$ cat src/can_id_filter_defines.svh
`ifndef CAN_ID_FILTER_DEFINES_SVH
`define CAN_ID_FILTER_DEFINES_SVH
// ======================================================================
// Register offsets in the special function register space
`define TAG_ONE_ADDR 8'hbc
`define TAG_TWO_ADDR 8'hbd
`define TAG_THREE_ADDR 8'hbe
`define TAG_FOUR_ADDR 8'hbf
`define MASK_ONE_ADDR 8'hc4
`define MASK_TWO_ADDR 8'hc5
`define MASK_THREE_ADDR 8'hc6
`define MASK_FOUR_ADDR 8'hc7
// ======================================================================
// Field positions in register four (tag and mask)
`define RTR_BIT 2
`define RB1_BIT 1
`define RB0_BIT 0
`define IDE_BIT 0
// Standard layout: bits 2..0 of identifier sit in bits 7..5
`define STD_LOW_LSB 5
// Extended layout: bits 4..0 of identifier sit in bits 7..3
`define EXT_LOW_LSB 3
// Identifier width of the extended layout
`define EXT_ID_BITS 29
// Number of tag/mask registers
`define NUM_REGS 8
// Value returned by reads of unmapped addresses
`define RSVD_READ 8'h00
`endif

$ cat src/can_id_filter_pkg.sv
package can_id_filter_pkg;
   typedef logic [7:0] byte_t;
   // Received frame header as seen by the acceptance filter
   typedef struct packed {
      logic ext;
      logic [28:0] ident;
      logic rtr;
      logic rb1;
      logic rb0;
   } rx_hdr_s;
   // Frame header that a transmitting channel sends
   typedef struct packed {
      logic ext;
      logic [28:0] ident;
      logic rtr;
      logic rb1;
      logic rb0;
   } tx_hdr_s;
endpackage : can_id_filter_pkg

$ cat src/can_channel_id_filter_regs.sv
`timescale 1ns/1ns
`include "can_id_filter_defines.svh"

// Behaviour
// RL1 - Extended tag regs hold ID 28:21, 20:13, 12:5, and 4:0 in reg4 7:3.
// RL2 - Extended tag reg four: remote tag bit 2, rb1 bit 1, rb0 bit 0.
// RL3 - Standard mask: reg one holds mask 10:3, reg two bits 7:5 mask 2:0.
// RL4 - Extended mask reg one holds mask bits 28 down to 21.
// RL5 - Mask 0 forces bit match, 1 enables compare, incl. remote and IDE.
// RL6 - Mask applies only to reception; transmit header ignores mask.
// RL7 - Software writes no ones to reserved bits, treats reads undefined.
// RL8 - Registers not reset; software programs them before enabling channel.
// RL9 - Standard tag: reg one holds ID 10:3, reg two bits 7:5 hold ID 2:0.
// RL10 - Frame accepted when each compared bit equals tag or its mask is 0.
module can_channel_id_filter_regs (
   input wire logic mclk,
   input wire logic srst,
   input wire logic sfr_wr,
   input wire logic sfr_rd,
   input wire logic [7:0] sfr_addr,
   input wire logic [7:0] sfr_wdata,
   output logic [7:0] sfr_rdata,
   output logic sfr_hit,
   input wire logic ext_format,
   input wire logic rx_check,
   input wire can_id_filter_pkg::rx_hdr_s rx_hdr,
   output logic rx_accept,
   output can_id_filter_pkg::tx_hdr_s tx_hdr
);

   // ===================================================================
   // Register storage
   // Index 0..3 tag one..four, 4..7 mask one..four.
   // No reset: contents stay undefined until software writes them. [RL8]
   can_id_filter_pkg::byte_t regs_q [`NUM_REGS];
   can_id_filter_pkg::byte_t regs_d [`NUM_REGS];
   logic [2:0] idx;
   logic idx_ok;
   // One-hot write select keeps each register's enable a single gate
   logic [7:0] reg_sel;
   logic [7:0] rdata_d;
   logic [7:0] rdata_q;

   always_comb
   begin
      idx_ok = 1'b1;
      idx = 3'h0;
      reg_sel = 8'h00;
      case (sfr_addr)
         `TAG_ONE_ADDR:
         begin
            idx = 3'h0;
            reg_sel = 8'h01;
         end
         `TAG_TWO_ADDR:
         begin
            idx = 3'h1;
            reg_sel = 8'h02;
         end
         `TAG_THREE_ADDR:
         begin
            idx = 3'h2;
            reg_sel = 8'h04;
         end
         `TAG_FOUR_ADDR:
         begin
            idx = 3'h3;
            reg_sel = 8'h08;
         end
         `MASK_ONE_ADDR:
         begin
            idx = 3'h4;
            reg_sel = 8'h10;
         end
         `MASK_TWO_ADDR:
         begin
            idx = 3'h5;
            reg_sel = 8'h20;
         end
         `MASK_THREE_ADDR:
         begin
            idx = 3'h6;
            reg_sel = 8'h40;
         end
         `MASK_FOUR_ADDR:
         begin
            idx = 3'h7;
            reg_sel = 8'h80;
         end
         default:
         begin
            idx_ok = 1'b0;
         end
      endcase
   end

   assign sfr_hit = idx_ok;

   genvar g;
   generate
      for (g = 0; g < `NUM_REGS; g++)
      begin : g_reg
         always_comb
         begin
            regs_d[g] = regs_q[g];
            // Reserved bits are stored as written; software keeps them 0. [RL7]
            if (sfr_wr && reg_sel[g])
            begin
               regs_d[g] = sfr_wdata;
            end
         end
         always_ff @(posedge mclk)
         begin
            regs_q[g] <= regs_d[g];
         end
      end
   endgenerate

   // ===================================================================
   // Named views of the eight registers
   logic [7:0] ident_tag_reg_one;
   logic [7:0] ident_tag_reg_two;
   logic [7:0] ident_tag_reg_three;
   logic [7:0] ident_tag_reg_four;
   logic [7:0] ident_mask_reg_one;
   logic [7:0] ident_mask_reg_two;
   logic [7:0] ident_mask_reg_three;
   logic [7:0] ident_mask_reg_four;

   assign ident_tag_reg_one = regs_q[0];
   assign ident_tag_reg_two = regs_q[1];
   assign ident_tag_reg_three = regs_q[2];
   assign ident_tag_reg_four = regs_q[3];
   assign ident_mask_reg_one = regs_q[4];
   assign ident_mask_reg_two = regs_q[5];
   assign ident_mask_reg_three = regs_q[6];
   assign ident_mask_reg_four = regs_q[7];

   // ===================================================================
   // Read path, registered so data comes from a flip-flop
   always_comb
   begin
      rdata_d = rdata_q;
      if (sfr_rd)
      begin
         // Unmapped addresses answer zero so a stray read is harmless
         if (idx_ok)
         begin
            case (idx)
               3'h0: rdata_d = ident_tag_reg_one;
               3'h1: rdata_d = ident_tag_reg_two;
               3'h2: rdata_d = ident_tag_reg_three;
               3'h3: rdata_d = ident_tag_reg_four;
               3'h4: rdata_d = ident_mask_reg_one;
               3'h5: rdata_d = ident_mask_reg_two;
               3'h6: rdata_d = ident_mask_reg_three;
               3'h7: rdata_d = ident_mask_reg_four;
               default: rdata_d = `RSVD_READ;
            endcase
         end
         else
         begin
            rdata_d = `RSVD_READ;
         end
      end
   end

   always_ff @(posedge mclk)
   begin
      if (srst)
      begin
         rdata_q <= 8'h00;
      end
      else
      begin
         rdata_q <= rdata_d;
      end
   end

   assign sfr_rdata = rdata_q;

   // ===================================================================
   // Named fields of registers one and four
   logic [7:0] ident_tag_bits;
   logic [7:0] ident_mask_bits;
   logic [7:0] std_ident_mask_bits;
   logic remote_req_tag;
   logic reserved_bit1_tag;
   logic reserved_bit0_tag;
   logic remote_req_mask;
   logic ext_format_mask;

   assign ident_tag_bits = ident_tag_reg_one; // [RL1]
   assign ident_mask_bits = ident_mask_reg_one; // [RL4]
   assign std_ident_mask_bits = ident_mask_reg_one; // [RL3]
   assign remote_req_tag = ident_tag_reg_four[`RTR_BIT]; // [RL2]
   assign reserved_bit1_tag = ident_tag_reg_four[`RB1_BIT]; // [RL2]
   assign reserved_bit0_tag = ident_tag_reg_four[`RB0_BIT]; // [RL2]
   assign remote_req_mask = ident_mask_reg_four[`RTR_BIT]; // [RL5]
   assign ext_format_mask = ident_mask_reg_four[`IDE_BIT]; // [RL5]

   // ===================================================================
   // Field unpacking; both layouts share the same addresses
   logic [28:0] tag_id;
   logic [28:0] mask_id;
   logic tag_rtr;
   logic tag_rb1;
   logic tag_rb0;
   logic mask_rtr;
   logic mask_ide;

   always_comb
   begin
      if (ext_format)
      begin
         tag_id = {ident_tag_bits, ident_tag_reg_two, ident_tag_reg_three,
            ident_tag_reg_four[7:`EXT_LOW_LSB]}; // [RL1]
         mask_id = {ident_mask_bits, ident_mask_reg_two,
            ident_mask_reg_three,
            ident_mask_reg_four[7:`EXT_LOW_LSB]}; // [RL4]
         // Reserved bit one is a real tag only in extended layout
         tag_rb1 = reserved_bit1_tag; // [RL2]
      end
      else
      begin
         // Upper identifier bits are don't-care in standard layout
         tag_id = {18'h00000, ident_tag_bits,
            ident_tag_reg_two[7:`STD_LOW_LSB]}; // [RL9]
         mask_id = {18'h00000, std_ident_mask_bits,
            ident_mask_reg_two[7:`STD_LOW_LSB]}; // [RL3]
         tag_rb1 = 1'b0;
      end
      tag_rtr = remote_req_tag; // [RL2]
      tag_rb0 = reserved_bit0_tag; // [RL2]
      mask_rtr = remote_req_mask; // [RL5]
      mask_ide = ext_format_mask; // [RL5]
   end

   // ===================================================================
   // Acceptance filter, registered result
   logic [28:0] id_miss;
   logic rtr_miss;
   logic ide_miss;
   logic accept_d;
   logic accept_q;

   // One comparator per identifier bit; cleared mask forces a match [RL5]
   genvar b;
   generate
      for (b = 0; b < `EXT_ID_BITS; b++)
      begin : g_cmp
         assign id_miss[b] = (rx_hdr.ident[b] ^ tag_id[b]) & mask_id[b];
      end
   endgenerate

   always_comb
   begin
      rtr_miss = (rx_hdr.rtr ^ tag_rtr) & mask_rtr; // [RL5]
      // Channel format stands in for the tag of the extension bit
      ide_miss = (rx_hdr.ext ^ ext_format) & mask_ide; // [RL5]
      // Reserved bits of a received frame are never compared
      accept_d = 1'b0;
      if (rx_check)
      begin
         accept_d = ~(|id_miss | rtr_miss | ide_miss); // [RL10]
      end
   end

   always_ff @(posedge mclk)
   begin
      if (srst)
      begin
         accept_q <= 1'b0;
      end
      else
      begin
         accept_q <= accept_d;
      end
   end

   assign rx_accept = accept_q;

   // ===================================================================
   // Transmit header: built from tags and ext_format, mask has no effect [RL6]
   always_comb
   begin
      tx_hdr.ext = ext_format;
      tx_hdr.rtr = tag_rtr;
      tx_hdr.rb0 = tag_rb0;
      if (ext_format)
      begin
         tx_hdr.ident = tag_id; // [RL1]
         tx_hdr.rb1 = tag_rb1; // [RL2]
      end
      else
      begin
         // Standard frames carry only the low eleven identifier bits
         tx_hdr.ident = {18'h00000, tag_id[10:0]}; // [RL9]
         tx_hdr.rb1 = 1'b0;
      end
   end

endmodule : can_channel_id_filter_regs

$ cat config.mk
export PLATFORM = sky130hd
export DESIGN_NAME = can_channel_id_filter_regs
export DESIGN_NICKNAME = d
export VERILOG_FILES = /design/src/can_id_filter_pkg.sv /design/src/can_channel_id_filter_regs.sv
export VERILOG_INCLUDE_DIRS = /design/src /design/src/src
export SDC_FILE = /design/constraint.sdc
export NUM_CORES = 1
export LEC_CHECK = 0
export BUFFER_PORTS_ARGS = -buffer_cell sky130_fd_sc_hd__buf_2
export CAP_MARGIN = 10
export CORE_MARGIN = 3
export CORE_UTILIZATION = 50
export CTS_CLUSTER_SIZE = 12
export DETAILED_ROUTE_END_ITERATION = 6
export PLACE_DENSITY = 0.85
export SYNTH_ARGS = -nofsm -noshare
export SYNTH_HDL_FRONTEND = slang
export SYNTH_SLANG_ARGS = --single-unit
export TNS_END_PERCENT = 50
$ cat constraint.sdc
create_clock -name mclk -period 3.3 [get_ports mclk]
set_clock_uncertainty 0.1 [all_clocks]
set_input_delay 0.66 -clock mclk [delete_from_list [all_inputs] [get_ports mclk]]
set_output_delay 0.66 -clock mclk [all_outputs]
set_load 0.02 [all_outputs]
Word level (Yosys, flattened, before mapping)
Memory sizes are Yosys's and may differ from the RTL's.
Index checks and enable logic that the tools add are counted.
{"block": "totals", "regBits": 9, "mem_bits_rw": 64, "input_bits": 55, "output_inout_bits": 43, "wordCells": 113, "memories": 1}
{"block": "op_classes", "eq_ne": 15, "n_mux": 17, "bitwise": 66, "n_reduce_logical": 12}
{"memory": "regs_q", "words": 8, "word_bits": 8, "read_ports": 8, "rd_clocked_by_memory_dff": 0, "wr": 8, "line_no": "can_channel_id_filter_regs.sv:35", "text": "can_id_filter_pkg::byte_t regs_q [`NUM_REGS];"}
{"operator": "case mux 8 bit (8 select lines)", "count": 2}
{"operator": "two-way mux 29 bit", "count": 3}
{"operator": "two-way mux 8 bit", "count": 9}
{"operator": "== test 8 bit, second input constant", "count": 8}
{"operator": "bitwise AND 1 bit", "count": 31}
{"operator": "XOR 1 bit", "count": 31}
{"operator": "OR reduction 29 bit", "count": 1}
{"operator": "case mux 3 bit (7 select lines)", "count": 1}
{"operator": "== test 3 bit, second input constant", "count": 4}
{"operator": "logical AND 1 bit", "count": 8}
{"operator": "OR reduction 8 bit", "count": 1}
{"operator": "== test 3 x 2 -> 1 bit, second input constant", "count": 2}
{"operator": "== test 3 x 1 -> 1 bit, second input constant", "count": 1}
{"operator": "zero test 3 bit", "count": 1}
{"operator": "two-way mux 1 bit", "count": 2}
{"operator": "inverter 1 bit", "count": 2}
{"operator": "bitwise OR 1 bit", "count": 2}
{"operator": "OR reduction 2 bit", "count": 1}

Longest topological paths before layout
{"block": "depth", "word_depth": 7, "ltp_mapped": 8, "mapped_depth_nobuf": 6}

Worst setup path after synthesis
No wires, ideal clock.
{"block": "synth_timing", "path_kind": "input port to flip-flop", "startpoint": "input sfr_addr[2]", "endpoint": "memory regs_q[1][0] (netlist bit) (enable)", "setup_time_ps": 383, "arrival_time_ps": 2147, "required_ps": 2817, "slack_ps": 670, "cell_stages": 4, "path_buffers": 1, "cell_sequence": "nand2_1 -> or4_4 -> clkbuf_1 -> nor3_1"}
{"element": "start: declaration", "line_no": "can_channel_id_filter_regs.sv:20", "text": "input wire logic [7:0] sfr_addr,"}
{"element": "end: declaration", "line_no": "can_channel_id_filter_regs.sv:35"}

Final worst setup path
{"block": "layout_timing", "startpoint": "input sfr_addr[2]", "endpoint": "output sfr_hit"}
{"block": "layout_via", "elab_chain_cells": 3, "word_cells_on_any_way": 10, "classes_between": "eq/ne (8); mux (1); reduce/logical (1)"}
{"element": "== test 8 bit", "line_no": "can_channel_id_filter_regs.sv:49", "text": "case (sfr_addr)"}
{"element": "OR reduction 8 bit (no line) *"}
{"element": "two-way mux 1 bit *", "line_no": "can_channel_id_filter_regs.sv:49"}
{"element": "end: declaration", "line_no": "can_channel_id_filter_regs.sv:23", "text": "output logic sfr_hit,"}
Every way passes the cells marked *; elsewhere a longest branch is shown, timed or not.

==> run_results.csv <==
group,metric,value,unit
critical_path,r2r-end,"rx_accept$_SDFF_PP0_",
floorplanning,die_height,92.7,um
routing,final_antenna_net_count,0,
grt,grt_max_degree,38,
logic_synthesis,netlist_area,3760,um^2
sta,relSlewSlack,52.0,%
grt,grt_pass1_wl,16600,um
logic_synthesis,synth_async_sr_flop_share,0,%
critical_path,start_kind,"primary input",
critical_path,worstPathRequired,2.54,ns
floorplanning,dieArea,8590,um^2
floorplanning,core,7020,um^2
grt,grt_pass1_vias,3047,
critical_path,worst_path_max_delay_cell,"or4b_1",
grt,grtUsageMet2,41.5,%
finish,instances_no_fill,522,
critical_path,crit_fanout,6,
clock_network,cts.sinks,73,
sta,rsz0062_at_grt,"false",
hold_path,hold_class,"flop to flop",
clock_network,post_cts_buffers,0,
sta,min_period_over_period,84.3,%
critical_path,r2r_slack,1.06,ns
critical_path,cp.depth,5,
critical_path,critPathBufInv,2,
floorplanning,die_w,92.7,um
sta,setup-violations-final,0,
grt,busiest_layer,"met2",
critical_path,worst-setup-path-type,"primary input to primary output",
logic_synthesis,synth_fp_nets,373,
critical_path,crit_arrival,2.02,ns
job,maxCapViolations,0,
critical_path,cp_cell_sequence,"buf_2 -> nand2_1 -> or4b_1 -> nand2_1 -> buf_2",
critical_path,critPathCapture,"sfr_hit",
routing,vias,3208,
finish,nets,476,
power,p_leak,1.82,nW
grt,grt_usage,26.2,%
critical_path,end_kind,"primary output",
logic_synthesis,synth_ff_type,"edfxtp_1",
clock_network,clock_path_buffers,2,
clock_network,cts_root_buf,"clkbuf_8",
logic_synthesis,synth_cell_types,42,
routing,drt_iter0_drc,578,
logic_synthesis,yosys_warnings,0,
logic_synthesis,yosysSeqAreaShare,55.9,%
sta,fmax,360,MHz
logic_synthesis,avgSynthCellArea,11.8,um^2
logic_synthesis,synth_edf_count,64,
routing,postRouteWirelength,11400,um
finish,syn2layout_area_growth,22.0,%
clock_network,ctsResizeCount,0,
clock_network,tritoncts,"done",
floorplanning,start_util,53.5,%
clock_network,clk_pin_slew,0.08,ns
sta,finalSetupTns,0,ns
routing,via_per_inst,6.15,
logic_synthesis,ys_seq_elements,73,
critical_path,crit_start,"sfr_addr[2]",
critical_path,rr_startpoint,"regs_q[0][0]$_DFFE_PP_",
clock_network,cts.htree.levels,3,
critical_path,cpLargestDelayFamily,"simple AND/OR/NAND/NOR gates",
clock_network,clk_latency,0.35,ns
sta,hold_viol,0,
grt,antenna_found_initial,0,
place,dpl.hpwl,8270,um
clock_network,cts_buffers,9,
finish,drive_gt1_share,32.9,%
critical_path,reg2reg_depth,6,
finish,finish.utilization,65.3,%
sta,worst_slew_pin_slew,0.720,ns
outcome,status,"finished, final reports clean",
sta,period_minus_slack,2.78,ns
power,peakVddDrop,311,uV
critical_path,max_stage_delay,0.73,ns
place,placedCellCount,506,
grt,grt_use_met1,34.3,%
grt,use_met3,7.07,%
power,total_power,1.94,mW
finish,layout_common_cells,"95 x buf_2, 64 x edfxtp_1, 32 x xor2_1, 26 x nand2_1, 20 x and2_1",
clock_network,cts_hold_buf,0,
finish,fillCellCount,541,
routing,dr.pass1.iters,6,
floorplanning,rows,30,
place,port_buffers,95,
sta,drv_slew,0,
logic_synthesis,synth_cells,318,
routing,drc_errors,0,
power,pwr_density_cell,424,nW/um^2
routing,wire_per_inst,21.8,um
floorplanning,io_pins,98,
grt,gr-total-overflow,0,
place,finalWeightedCongestion,0.978,
finish,num_antenna_cells,0,
finish,final_common_cell,"buf_2",
-- worst min-delay path by stage --
stage,from,to,slack [ns],cells after the start
final,sfr_rdata[6]$_SDFFE_PP0P_,sfr_rdata[6]$_SDFFE_PP0P_,0.36,2
after global routing,sfr_rdata[4]$_SDFFE_PP0P_,sfr_rdata[4]$_SDFFE_PP0P_,0.39,2
after CTS,sfr_rdata[2]$_SDFFE_PP0P_,sfr_rdata[2]$_SDFFE_PP0P_,0.36,2
after detailed placement,sfr_rdata[2]$_SDFFE_PP0P_,sfr_rdata[2]$_SDFFE_PP0P_,0.34,2
after global placement,sfr_rdata[3]$_SDFFE_PP0P_,sfr_rdata[3]$_SDFFE_PP0P_,0.33,2
after floorplan,sfr_rdata[1]$_SDFFE_PP0P_,sfr_rdata[1]$_SDFFE_PP0P_,0.43,2
-- per-stage QoR --
step / cell area [um^2] / setup slack (ns) / hold WS, ns
after CTS: 4580 / 0.551 / 0.359
after global routing: 4580 / 0.504 / 0.387
final: 4580 / 0.519 / 0.363
after global placement: 4370 / 0.556 / 0.333
after detailed placement: 4370 / 0.482 / 0.344
after floorplan: 3760 / 0.670 / 0.433
-- power by group --
part	internal (mW)	switching, mW
Sequential	1.00	0.00175
Combinational	0.0735	0.111
Clock	0.423	0.331
-- registers in the layout, indices dropped and copies added (netlist names) --
register and count:
regs_q 64, sfr_rdata 8, rx_accept 1
-- routing by layer --
layer  part of all wire (%)  vias to the layer above
li1                       -                     1392
met1                     38                     1500
met2                     46                      277
met3                     13                       39
met4                    3.5                        0
met5                      0                        -
-- Yosys cell counts (3+ instances only) --
| cell | instances | share of area, % |
|---|---|---|
| mux2i_1 | 6 | 1.6 |
| a22oi_1 | 17 | 3.4 |
| nand2_1 | 26 | 2.6 |
| o31ai_1 | 8 | 1.6 |
| a21oi_1 | 4 | 0.53 |
| a221oi_1 | 4 | 0.93 |
| xor2_1 | 32 | 7.5 |
| and2_1 | 20 | 3.3 |
| o21ai_1 | 3 | 0.40 |
| nor3_1 | 9 | 1.2 |
| nor2_1 | 15 | 1.5 |
| xnor2_1 | 10 | 2.3 |
| mux2_2 | 13 | 3.9 |
| dfxtp_1 | 9 | 4.8 |
| nand3_1 | 7 | 0.93 |
| o22ai_1 | 15 | 2.5 |
| clkbuf_1 | 8 | 0.80 |
| edfxtp_1 | 64 | 51 |
| inv_1 | 11 | 1.1 |
| buf_4 | 3 | 0.60 |
| o21ai_0 | 4 | 0.53 |
-- worst min-delay path, cell delays in order (launching register included) --
cell and delay [ns]:
dfxtp_1 0.32, nand2_1 0.05, o31ai_1 0.05
-- kinds of logic (layout without fill, tap and decap cells) --
group | after synthesis | in the layout | synth area share, %
and+or+nand+nor | 94 | 94 | 13.6
AOI/OAI and AO/OA | 63 | 63 | 11.6
buffers and inverters | 26 | 134 | 2.96
xor gates and xnor gates | 42 | 42 | 9.79
muxes | 20 | 20 | 6.09
DFF | 73 | 73 | 55.9
-- cell type report --
type	instances	area [um^2]	share of cell area, %
clock buffers	10	128	2.78
clock inverters	6	83.8	1.83
inverters	11	41.3	0.901
multi-input cells	219	1540	33.7
flip-flops and latches	73	2100	45.9
well taps	96	120	2.62
repair buffers	107	566	12.3
Power figures use the tool's default switching activity.
